===== src/hdl/edge_counter_pkg.sv =====
// Shared constants and carrier types for the edge counter block
package edge_counter_pkg;

  localparam int CLK_HZ          = 20_000_000;
  localparam int MAX_EDGE_HZ     = 600_000;
  localparam int MIN_REF_HZ      = 300;
  localparam int COUNT_W         = 16;
  localparam int TIMER_W         = 16;
  localparam int BYTE_W          = 8;
  localparam int NUM_CH          = 2;
  localparam int SRC_W           = 2;
  // Source selections per channel
  localparam logic [SRC_W-1:0] SRC_PIN_A  = 2'h0;
  localparam logic [SRC_W-1:0] SRC_PIN_B  = 2'h1;
  localparam logic [SRC_W-1:0] SRC_REFCLK = 2'h2;
  // Reference divider: 20 MHz / (2*N) gives 600 kHz down to 300 Hz
  localparam int REF_DIV_MIN     = (CLK_HZ + 2 * MAX_EDGE_HZ - 1) / (2 * MAX_EDGE_HZ);
  localparam int REF_DIV_MAX     = CLK_HZ / (2 * MIN_REF_HZ);
  localparam int REF_DIV_W       = 16;
  localparam logic [REF_DIV_W-1:0] REF_DIV_RESET = 16'h0011;
  localparam logic [COUNT_W-1:0]   COUNT_RESET   = 16'h0000;
  localparam logic [COUNT_W-1:0]   COUNT_MAX     = 16'hFFFF;
  localparam logic [TIMER_W-1:0]   TIMER_RESET   = 16'hFFFF;

  typedef enum logic [2:0] {
    MODE_COUNT = 3'h1,
    MODE_STORE = 3'h2,
    MODE_STAMP = 3'h4
  } chan_mode_e;

  typedef struct packed {
    logic             enable;
    chan_mode_e       mode;
    logic [SRC_W-1:0] src;
    logic             width_mode;
  } chan_cfg_s;

  typedef struct packed {
    logic              valid;
    logic [BYTE_W-1:0] data;
  } store_beat_s;

endpackage : edge_counter_pkg


===== src/hdl/edge_counter_timestamp.sv =====
// Two-channel falling edge counter with per-edge byte store and timestamp
`timescale 1ns/1ps
`default_nettype none
// Notes on behaviour
// - Counts advance only on high-to-low edges: of the selected input, or in width mode of the reference clock.
// - Two channels count independently of each other.
// - Three shared digital inputs and a differential receiver feed the channels.
// - Reference clock source selectable, rate 600 kHz down to 300 Hz.
// - Each channel's own count register does the counting; edges up to about 600 kHz.
// - Each counted edge can store one port byte.
// - Stored byte may be the free-running timer low byte.
// - Timestamp mode stores one byte then interrupts; software reads upper bits.
// - Hardware range 65,536 edges; software extends below about 10 kHz.
// - Pulse width measured by counting reference cycles while input is low.
// - Fast counting capped at 65,536; slow counting unlimited via extension.
module edge_counter_timestamp
  import edge_counter_pkg::*;
(
  input  wire logic                   clk,
  input  wire logic                   rst,
  input  wire logic [2:0]             shared_counter_digital_inputs,
  input  wire logic                   counter_two_diff_positive,
  input  wire logic                   counter_two_diff_negative,
  input  wire chan_cfg_s [NUM_CH-1:0] chan_cfg,
  input  wire logic [REF_DIV_W-1:0]   ref_half_period,
  input  wire logic [BYTE_W-1:0]      io_port_byte,
  input  wire logic [NUM_CH-1:0]      stamp_ack,
  input  wire logic [TIMER_W-1:0]     timer_reload,
  output logic [NUM_CH-1:0][COUNT_W-1:0] count,
  output logic [NUM_CH-1:0]           wrap_pulse,
  output var store_beat_s [NUM_CH-1:0] store_beat,
  output logic [NUM_CH-1:0]           stamp_irq,
  output logic [TIMER_W-1:0]          free_running_reload_timer,
  output logic                        serial_reference_clock_out,
  output logic [2:0]                  digital_level
);

  // ---------------------------------------------------------------
  // Input mapping
  // ---------------------------------------------------------------
  logic counter_one_input_a;
  logic counter_one_input_b;
  logic counter_two_input_a;
  logic diff_level;
  logic ref_clk;

  assign counter_one_input_a = shared_counter_digital_inputs[0];
  assign counter_one_input_b = shared_counter_digital_inputs[1];
  assign counter_two_input_a = shared_counter_digital_inputs[2];

  // Differential receiver reduced to a compare of the two legs
  assign diff_level = counter_two_diff_positive & ~counter_two_diff_negative;

  // Shared pins still read as ordinary digital inputs
  always_ff @(posedge clk or posedge rst) begin
    if (rst) begin
      digital_level <= 3'h0;
    end else begin
      digital_level <= shared_counter_digital_inputs;
    end
  end

  // ---------------------------------------------------------------
  // Reference clock
  // ---------------------------------------------------------------
  reference_clock_gen u_ref (
    .clk         (clk),
    .rst         (rst),
    .half_period (ref_half_period),
    .ref_clk     (ref_clk)
  );

  always_ff @(posedge clk or posedge rst) begin
    if (rst) begin
      serial_reference_clock_out <= 1'b1;
    end else begin
      serial_reference_clock_out <= ref_clk;
    end
  end

  // ---------------------------------------------------------------
  // Free-running timer, counts down and reloads
  // ---------------------------------------------------------------
  always_ff @(posedge clk or posedge rst) begin
    if (rst) begin
      free_running_reload_timer <= TIMER_RESET;
    end else if (free_running_reload_timer == '0) begin
      free_running_reload_timer <= timer_reload;
    end else begin
      free_running_reload_timer <= free_running_reload_timer - TIMER_W'(1);
    end
  end

  // ---------------------------------------------------------------
  // Per-channel counting
  // ---------------------------------------------------------------
  genvar ch;
  generate
    for (ch = 0; ch < NUM_CH; ch++) begin : g_chan
      logic pin_a;
      logic pin_b;
      logic chosen_level;
      logic chosen_fall;
      logic ref_fall;
      logic pulse_low;
      logic count_event;
      logic store_take;
      logic stamp_take;

      // Channel two has no second pin; its b source is the receiver
      if (ch == 0) begin : g_pins_one
        assign pin_a = counter_one_input_a;
        assign pin_b = counter_one_input_b;
      end else begin : g_pins_two
        assign pin_a = counter_two_input_a;
        assign pin_b = diff_level;
      end

      // A source change from a high level onto a low level reads as one edge
      always_comb begin
        if (chan_cfg[ch].src == SRC_PIN_B) begin
          chosen_level = pin_b;
        end else if (chan_cfg[ch].src == SRC_REFCLK) begin
          chosen_level = ref_clk;
        end else begin
          chosen_level = pin_a;
        end
      end

      falling_edge_detect u_edge (
        .clk   (clk),
        .rst   (rst),
        .level (chosen_level),
        .fall  (chosen_fall)
      );

      falling_edge_detect u_ref_edge (
        .clk   (clk),
        .rst   (rst),
        .level (ref_clk),
        .fall  (ref_fall)
      );

      // Width mode gates reference edges by a low input level
      assign pulse_low = ~chosen_level;
      assign count_event = chan_cfg[ch].enable &&
                           (chan_cfg[ch].width_mode ? (ref_fall && pulse_low)
                                                    : chosen_fall);
      assign store_take = count_event && (chan_cfg[ch].mode == MODE_STORE);
      // Edges while the interrupt is pending are not stamped: spacing is the source's duty
      assign stamp_take = count_event && (chan_cfg[ch].mode == MODE_STAMP) && !stamp_irq[ch];

      // Each channel owns its count; 16 bits give 65,536 states
      always_ff @(posedge clk or posedge rst) begin
        if (rst) begin
          count[ch] <= COUNT_RESET;
        end else if (count_event) begin
          count[ch] <= count[ch] + COUNT_W'(1);
        end
      end

      // Wrap flag lets software extend slow counts; fast ones stay capped
      always_ff @(posedge clk or posedge rst) begin
        if (rst) begin
          wrap_pulse[ch] <= 1'b0;
        end else begin
          wrap_pulse[ch] <= count_event && (count[ch] == COUNT_MAX);
        end
      end

      // Byte store per edge, or one shot in timestamp mode
      always_ff @(posedge clk or posedge rst) begin
        if (rst) begin
          store_beat[ch] <= '0;
        end else begin
          store_beat[ch].valid <= store_take || stamp_take;
          if (store_take) begin
            store_beat[ch].data <= io_port_byte;
          end else if (stamp_take) begin
            store_beat[ch].data <= free_running_reload_timer[BYTE_W-1:0];
          end
        end
      end

      // Set beats a same-cycle ack so no stamp is lost
      always_ff @(posedge clk or posedge rst) begin
        if (rst) begin
          stamp_irq[ch] <= 1'b0;
        end else if (stamp_take) begin
          stamp_irq[ch] <= 1'b1;
        end else if (stamp_ack[ch]) begin
          stamp_irq[ch] <= 1'b0;
        end
      end
    end
  endgenerate

endmodule : edge_counter_timestamp
`default_nettype wire


===== src/hdl/reference_clock_gen.sv =====
// Programmable serial-port style reference clock divider
`timescale 1ns/1ps
`default_nettype none
module reference_clock_gen
  import edge_counter_pkg::*;
(
  input  wire logic                 clk,
  input  wire logic                 rst,
  input  wire logic [REF_DIV_W-1:0] half_period,
  output logic                      ref_clk
);

  logic [REF_DIV_W-1:0] div_count;
  logic [REF_DIV_W-1:0] limit;

  // Clamp keeps rate inside 600 kHz .. 300 Hz
  always_comb begin
    if (half_period < REF_DIV_W'(REF_DIV_MIN)) begin
      limit = REF_DIV_W'(REF_DIV_MIN);
    end else if (half_period > REF_DIV_W'(REF_DIV_MAX)) begin
      limit = REF_DIV_W'(REF_DIV_MAX);
    end else begin
      limit = half_period;
    end
  end

  always_ff @(posedge clk or posedge rst) begin
    if (rst) begin
      div_count <= '0;
      ref_clk   <= 1'b1;
    end else if (div_count >= limit - REF_DIV_W'(1)) begin
      div_count <= '0;
      ref_clk   <= ~ref_clk;
    end else begin
      div_count <= div_count + REF_DIV_W'(1);
    end
  end

endmodule : reference_clock_gen
`default_nettype wire


===== src/hdl/falling_edge_detect.sv =====
// Falling edge detector for one counter input
`timescale 1ns/1ps
`default_nettype none
module falling_edge_detect (
  input  wire logic clk,
  input  wire logic rst,
  input  wire logic level,
  output logic      fall
);

  logic prev;

  // Idle high so a reset does not fake an edge
  always_ff @(posedge clk or posedge rst) begin
    if (rst) begin
      prev <= 1'b1;
    end else begin
      prev <= level;
    end
  end

  assign fall = prev & ~level;

endmodule : falling_edge_detect
`default_nettype wire


===== config.mk =====
export PLATFORM = sky130hd
export DESIGN_NAME = edge_counter_timestamp
export DESIGN_NICKNAME = d
export VERILOG_FILES = /design/src/hdl/edge_counter_pkg.sv /design/src/hdl/edge_counter_timestamp.sv /design/src/hdl/reference_clock_gen.sv /design/src/hdl/falling_edge_detect.sv
export SDC_FILE = /design/constraint.sdc
export NUM_CORES = 1
export LEC_CHECK = 0
export BUFFER_PORTS_ARGS = -buffer_cell sky130_fd_sc_hd__buf_2
export CAP_MARGIN = 20
export CORE_MARGIN = 3
export CORE_UTILIZATION = 53
export CTS_CLUSTER_DIAMETER = 120
export CTS_CLUSTER_SIZE = 12
export DETAILED_ROUTE_END_ITERATION = 10
export PLACE_DENSITY = 0.92
export REMOVE_ABC_BUFFERS = 1
export SLEW_MARGIN = 20
export SYNTH_ARGS = -nofsm -noshare
export SYNTH_HDL_FRONTEND = slang
export SYNTH_SLANG_ARGS = --single-unit

===== constraint.sdc =====
create_clock -name clk -period 3.2 [get_ports clk]
set_clock_uncertainty 0.2 [all_clocks]
set_input_delay 0.32 -clock clk [delete_from_list [all_inputs] [get_ports clk]]
set_output_delay 0.32 -clock clk [all_outputs]
set_load 0.005 [all_outputs]

Word-level counts from Yosys, hierarchy flattened

Cells that the tools add are included.

Bits in registers: 93

Add/subtract/negate cells: 5
Order comparisons: 3
Equality and inequality tests: 10
Muxes and demuxes: 18
Bitwise logic cells: 8
Reduce and logical (&&, ||, !) cells: 21

Operator list:

| kind                                                  | number |
|---|---|
| 2-to-1 mux 16 bit                                     | 4 |
| adder 16 x 1 -> 16 bit, second input constant         | 3 |
| == test 16 bit, second input constant                 | 2 |
| 2-to-1 mux 8 bit                                      | 4 |
| subtractor 16 x 1 -> 16 bit, second input constant    | 2 |
| greater-or-equal comparator 16 bit                    | 1 |
| greater-than comparator 16 bit, second input constant | 1 |
| logical NOT 16 bit                                    | 1 |
| < comparator 16 x 5 -> 1 bit, second input constant   | 1 |
| logical AND 1 bit                                     | 12 |
| 2-to-1 mux 1 bit                                      | 10 |
| nonzero test 2 bit                                    | 4 |
| == test 3 x 2 -> 1 bit, second input constant         | 2 |
| == test 3 bit, second input constant                  | 2 |
| AND 1 bit                                             | 4 |
| == test 2 x 1 -> 1 bit, second input constant         | 2 |
| == test 2 bit, second input constant                  | 2 |
| NOT 1 bit                                             | 4 |
| logical NOT 1 bit                                     | 2 |
| logical OR 1 bit                                      | 2 |

Depth between registers and ports, before layout

Depth in word-level cells: 11
Gate-level depth with buffers: 19
Depth with buffers taken out: 16

By module

Synthesis repeated with hierarchy kept, for this count alone.

Cell total of the unflattened synthesis: 522
Area total of the unflattened synthesis: 5283.8 um2

Modules (own cells, without submodules):

| module                 | times used | cells an instance | area each (um2) | seq. area each (um2) |
|---|---|---|---|---|
| edge_counter_timestamp | 1          | 324               | 3554.7          | 1873.0 |
| reference_clock_gen    | 1          | 186               | 1554.0          | 426.7 |
| falling_edge_detect    | 4          | 3                 | 43.8            | 26.3 |

Worst setup path before layout

Ideal clock, no wire load.

Kind: input port to flip-flop
Start point: input port ref_half_period[13]
End point: register u_ref.div_count[10]
Arrival time: 4129 ps
Path slack: -1201 ps
Stages: 18
Buffers on the path: 2
Cell sequence: or4_4 > or2_4 > nor4_4 > nor2_2 > nor3_1 > ha_1 > nand2_1 > nor4b_1 > xor2_1 > nand2_1 > ha_1 > o21a_1 > o211a_1 > o31a_1 > a311o_1 > clkbuf_1 > clkbuf_1 > nor2_1

Word-level cells in the longest chain between the ends: 6

RTL lines:

| item                                   | line                         | text |
|---|---|---|
| start, declared                        | edge_counter_timestamp.sv:25 | `input wire logic [REF_DIV_W-1:0] ref_half_period,` |
| greater-than comparator 16 bit         | reference_clock_gen.sv:20    | `end else if (half_period > REF_DIV_W'(REF_DIV_MAX)) begin` |
| 2-to-1 mux 16 bit                      | reference_clock_gen.sv:20    |  |
| 2-to-1 mux 16 bit (*)                  | reference_clock_gen.sv:18    | `if (half_period < REF_DIV_W'(REF_DIV_MIN)) begin` |
| subtractor 16 x 1 -> 16 bit (*)        | reference_clock_gen.sv:31    | `end else if (div_count >= limit - REF_DIV_W'(1)) begin` |
| greater-or-equal comparator 16 bit (*) | reference_clock_gen.sv:31    |  |
| 2-to-1 mux 16 bit (*)                  | reference_clock_gen.sv:31    |  |
| end signal, assigned                   | reference_clock_gen.sv:35    | `div_count <= div_count + REF_DIV_W'(1);` |
| end, declared                          | reference_clock_gen.sv:13    | `logic [REF_DIV_W-1:0] div_count;` |

Every way passes the cells marked *; elsewhere a longest branch is shown, timed or not.
A chain may end at the register's enable or synchronous reset.

Worst setup path after layout

Start point: input port ref_half_period[13]
End point: register u_ref.div_count[7]

The elaborated chain is that of the path after synthesis.

==> impl_metrics.py <==
metrics = {
    "status": {
        "status": "finished, violations left",
        "violations": "negative setup slack",
    },
    "global_route": {
        "grt_pass1_wl_mm": 23.6,
        "grt_max_degree": 50,
        "grtUsageTotal_pct": 26.4,
        "grt_pass1_vias": 4981,
        "antenna_found_initial": 0,
        "grt_overflow": 0,
    },
    "clocking": {
        "cts_inserted_buffers": 9,
        "cts_buffer_depth": 2,
        "htree_num_levels": 3,
        "clock_latency_ns": 0.36,
        "root_buffer": "clkbuf_8",
        "clock_sinks": 93,
        "clk_pin_slew_worst_paths_ns": 0.09,
        "tritoncts": "done",
    },
    "final_layout": {
        "finish.utilization_pct": 73.6,
        "multi_input_area_sq_um": 2790,
        "area_delta_synth_final_pct": 34.6,
        "drive_gt1_share_pct": 37.7,
        "nFillCells": 620,
        "diodes": 0,
        "final_area_sq_um": 6830,
        "seqCellArea_sq_um": 2350,
        "nets": 781,
    },
    "sta": {
        "setup_slack_ns": -0.866,
        "hold_viol": 0,
        "clock.fmax_mhz": 246,
        "maxSlewHeadroom_pct": 25.4,
        "worstMarginPinSlew_ns": 1.11,
        "rsz0062_at_grt": "true",
        "slew_viol_final": 0,
        "setup_viol": 17,
        "min_period_ns": 4.07,
        "finalCritPeriodShare_pct": 127,
    },
    "synthesis": {
        "yosysUniqueCellTypes": 59,
        "yosysWarnings": 0,
        "synth_ff_type": "dfrtp_1",
        "synth.avg_cell_area_sq_um": 10.2,
        "synthesis.area_sq_um": 5080,
        "synth_edf_count": 0,
        "ys_seq_area_share_pct": 46.3,
        "async_flop_share_pct": 100,
        "yosys_register_bits": 93,
        "syn_inst": 499,
    },
    "critical_path": {
        "crit_chain": "buf_6 > or4_4 > or2_4 > nor4_4 > nor2_4 > nor3_4 > ha_4 > nand2_8 > buf_6 > nor4b_4 > xor2_1 > nand2_1 > ha_1 > o21a_1 > o211a_1 > o31a_1 > a311o_1 > buf_6 > nor2_1",
        "slowest_stage": "or4_4",
        "cp-end-kind": "flop",
        "reg2reg_slack_ns": 0.46,
        "cp-start-kind": "input port",
        "max_stage_delay_ns": 0.54,
        "cp.required_ns": 3.29,
        "reg2reg_depth": 5,
        "cp_top_family": "simple AND/OR/NAND/NOR gates",
        "path_max_fanout": 9,
        "r2r_start": "free_running_reload_timer[6]$_DFF_PP1_",
        "cp_data_arrival_time_ns": 4.15,
        "path_common_cell": "buf_6",
        "worst-path-buf-inv": 3,
        "reg2reg_to": "free_running_reload_timer[4]$_DFF_PP1_",
        "worstSetupPathType": "in2reg",
    },
    "die": {
        "io_pins": 137,
        "initial_utilization_pct": 54.7,
        "placementRows": 35,
        "die_area_sq_um": 10800,
        "die_w_um": 104,
        "die_y_um": 104,
        "coreArea_sq_um": 9280,
    },
    "detailed_routing": {
        "via_per_inst": 5.72,
        "num_vias": 4749,
        "dr.pass1.iters": 5,
        "antenna_left": 0,
        "drt_wl_total_mm": 14.7,
        "detail_route.wl_per_cell_um": 17.7,
        "drc_errors": 0,
        "drt_iter0_drc": 224,
    },
    "worst_hold_path": {
        "hp-class": "in2reg",
        "worstHoldStart": "io_port_byte[1]",
        "hold_end": "store_beat[10]$_DFFE_PP0P_",
        "hold_depth": 3,
    },
    "power_and_ir_drop": {
        "p_leak_uw": 0.00335,
        "p_per_area_nw_per_um2": 564,
        "ir_drop_mv": 0.414,
        "p_total_uw": 3850,
    },
    "place": {
        "dpl_cell_area_sq_um": 6130,
        "place_congestion": 0.932,
        "dp_slack_ns": -1.39,
        "port_buffers": 136,
        "place_hpwl_mm": 9.85,
    },
    "flow_run": {
        "max_cap_violations": 0,
    },
}
-- cells in the final DEF (no fill, tap or decap), drive strengths merged, types with 3 or more instances in the layout --
cell	synthesis	routed
nand2b	4	4
or4	5	5
buf	6	182
a21oi	21	21
or3	4	4
and3	9	9
mux2i	5	5
dfrtp	73	73
clkinv	0	3
nor4b	4	4
xor2	26	26
nand4	11	11
nand3	19	19
nor2	51	51
a22oi	7	7
and4	7	7
nor4	18	18
mux2	3	3
dfstp	20	20
ha	22	22
nor3	8	8
nand4b	3	3
inv	13	14
nand2	50	50
clkbuf	9	10
a21o	10	10
xnor2	43	43
a22o	7	7
dlygate4sd3	0	19
and3b	3	3
o21ai	11	11
-- per-layer routing --
metal  GRT usage (%)  share of wire [%]
met1            31.0                 38
met2            47.0                 53
met3            6.21                6.8
met4            9.97                3.0
met5               0                  0
-- stage by stage --
step | std cells | TNS (ns) | hold slack (ns)
floorplan | 484 | -18.37 | 0.151
global placement | 784 | -19.68 | 0.206
detailed placement | 784 | -22.79 | 0.208
CTS | 825 | -11.83 | 0.00286
global route | 830 | -15.28 | 0.0157
finish | 830 | -14.13 | 0.00530
-- repair_timing --
action | in CTS | in global routing
buffers inserted | 6 | 5
pin swaps | 6 | 0
hold endpoints to repair | 46 | 0
resized for setup | 27 | 17
hold buffers | 19 | 0
endpoints found under the setup margin | 17 | 17
-- flip-flops by register name, indices dropped and copies added, names as in the netlist --
signal	flops
count	32
digital_level	3
free_running_reload_timer	16
g_chan.u_edge.prev	2
g_chan.u_ref_edge.prev	1
stamp_irq	2
store_beat	18
u_ref.div_count	16
u_ref.ref_clk	1
wrap_pulse	2
-- cell families after synthesis --
kind of cell	after synthesis	share of synthesized area, %
flip-flops	93	46.3
adder cells (fa/ha/maj)	22	5.42
AO/OA/AOI/OAI	73	9.83
multiplexers	8	1.65
buffers and inverters	28	2.19
AND/OR/NAND/NOR	206	22.7
XOR/XNOR	69	11.9
-- worst max path at each step --
stage / startpoint / end / slack [ns] / depth (start not counted)
floorplan: ref_half_period[13] / u_ref.ref_clk$_DFFE_PP1P_ / -1.16 / 16
global placement: ref_half_period[13] / u_ref.div_count[9]$_DFF_PP0_ / -1.17 / 17
detailed placement: ref_half_period[13] / u_ref.div_count[12]$_DFF_PP0_ / -1.39 / 18
CTS: ref_half_period[13] / u_ref.div_count[15]$_DFF_PP0_ / -0.72 / 19
global route: ref_half_period[13] / u_ref.div_count[2]$_DFF_PP0_ / -0.92 / 19
finish: ref_half_period[13] / u_ref.div_count[7]$_DFF_PP0_ / -0.87 / 19
-- cell usage after synthesis (all sizes together) (4+ instances only) --
master,count,area [sq um]
and3,9,56.3
a21o,10,75.1
nor3,8,40.0
and4,7,61.3
or3,4,25.0
buf,6,28.8
or4,5,41.3
inv,13,48.8
nand3,19,95.1
dfstp,20,526
a21oi,21,109
nor4b,4,50.1
nor2,51,196
nand4,11,68.8
mux2i,5,50.1
nand2b,4,25.0
dfrtp,73,1830
a22oi,7,52.6
o21ai,11,58.8
nand2,50,188
xnor2,43,377
a22o,7,61.3
xor2,26,228
clkbuf,9,33.8
nor4,18,176
ha,22,275
-- area by class of cell --
class / instances / share of cell area [%]
Multi-Input combinational cell: 378 / 40.9
Sequential cell: 93 / 34.4
Timing Repair Buffer: 201 / 18.3
Tap cell: 129 / 2.36
Clock buffer: 10 / 1.87
Clock inverter: 6 / 1.37
Inverter: 13 / 0.732
-- power by group --
group	internal, uW	switching (uW)
combinational	567	561
clock	449	426
sequential	1520	327
-- worst register-to-register path: stages, from the launching register on --
cell      delay, ns
dfstp_2        0.42
nor4_1         0.54
nand4b_1       0.16
or4_1          0.90
nand3_1        0.28
o21a_1         0.19
Power figures use the tool's default switching activity.
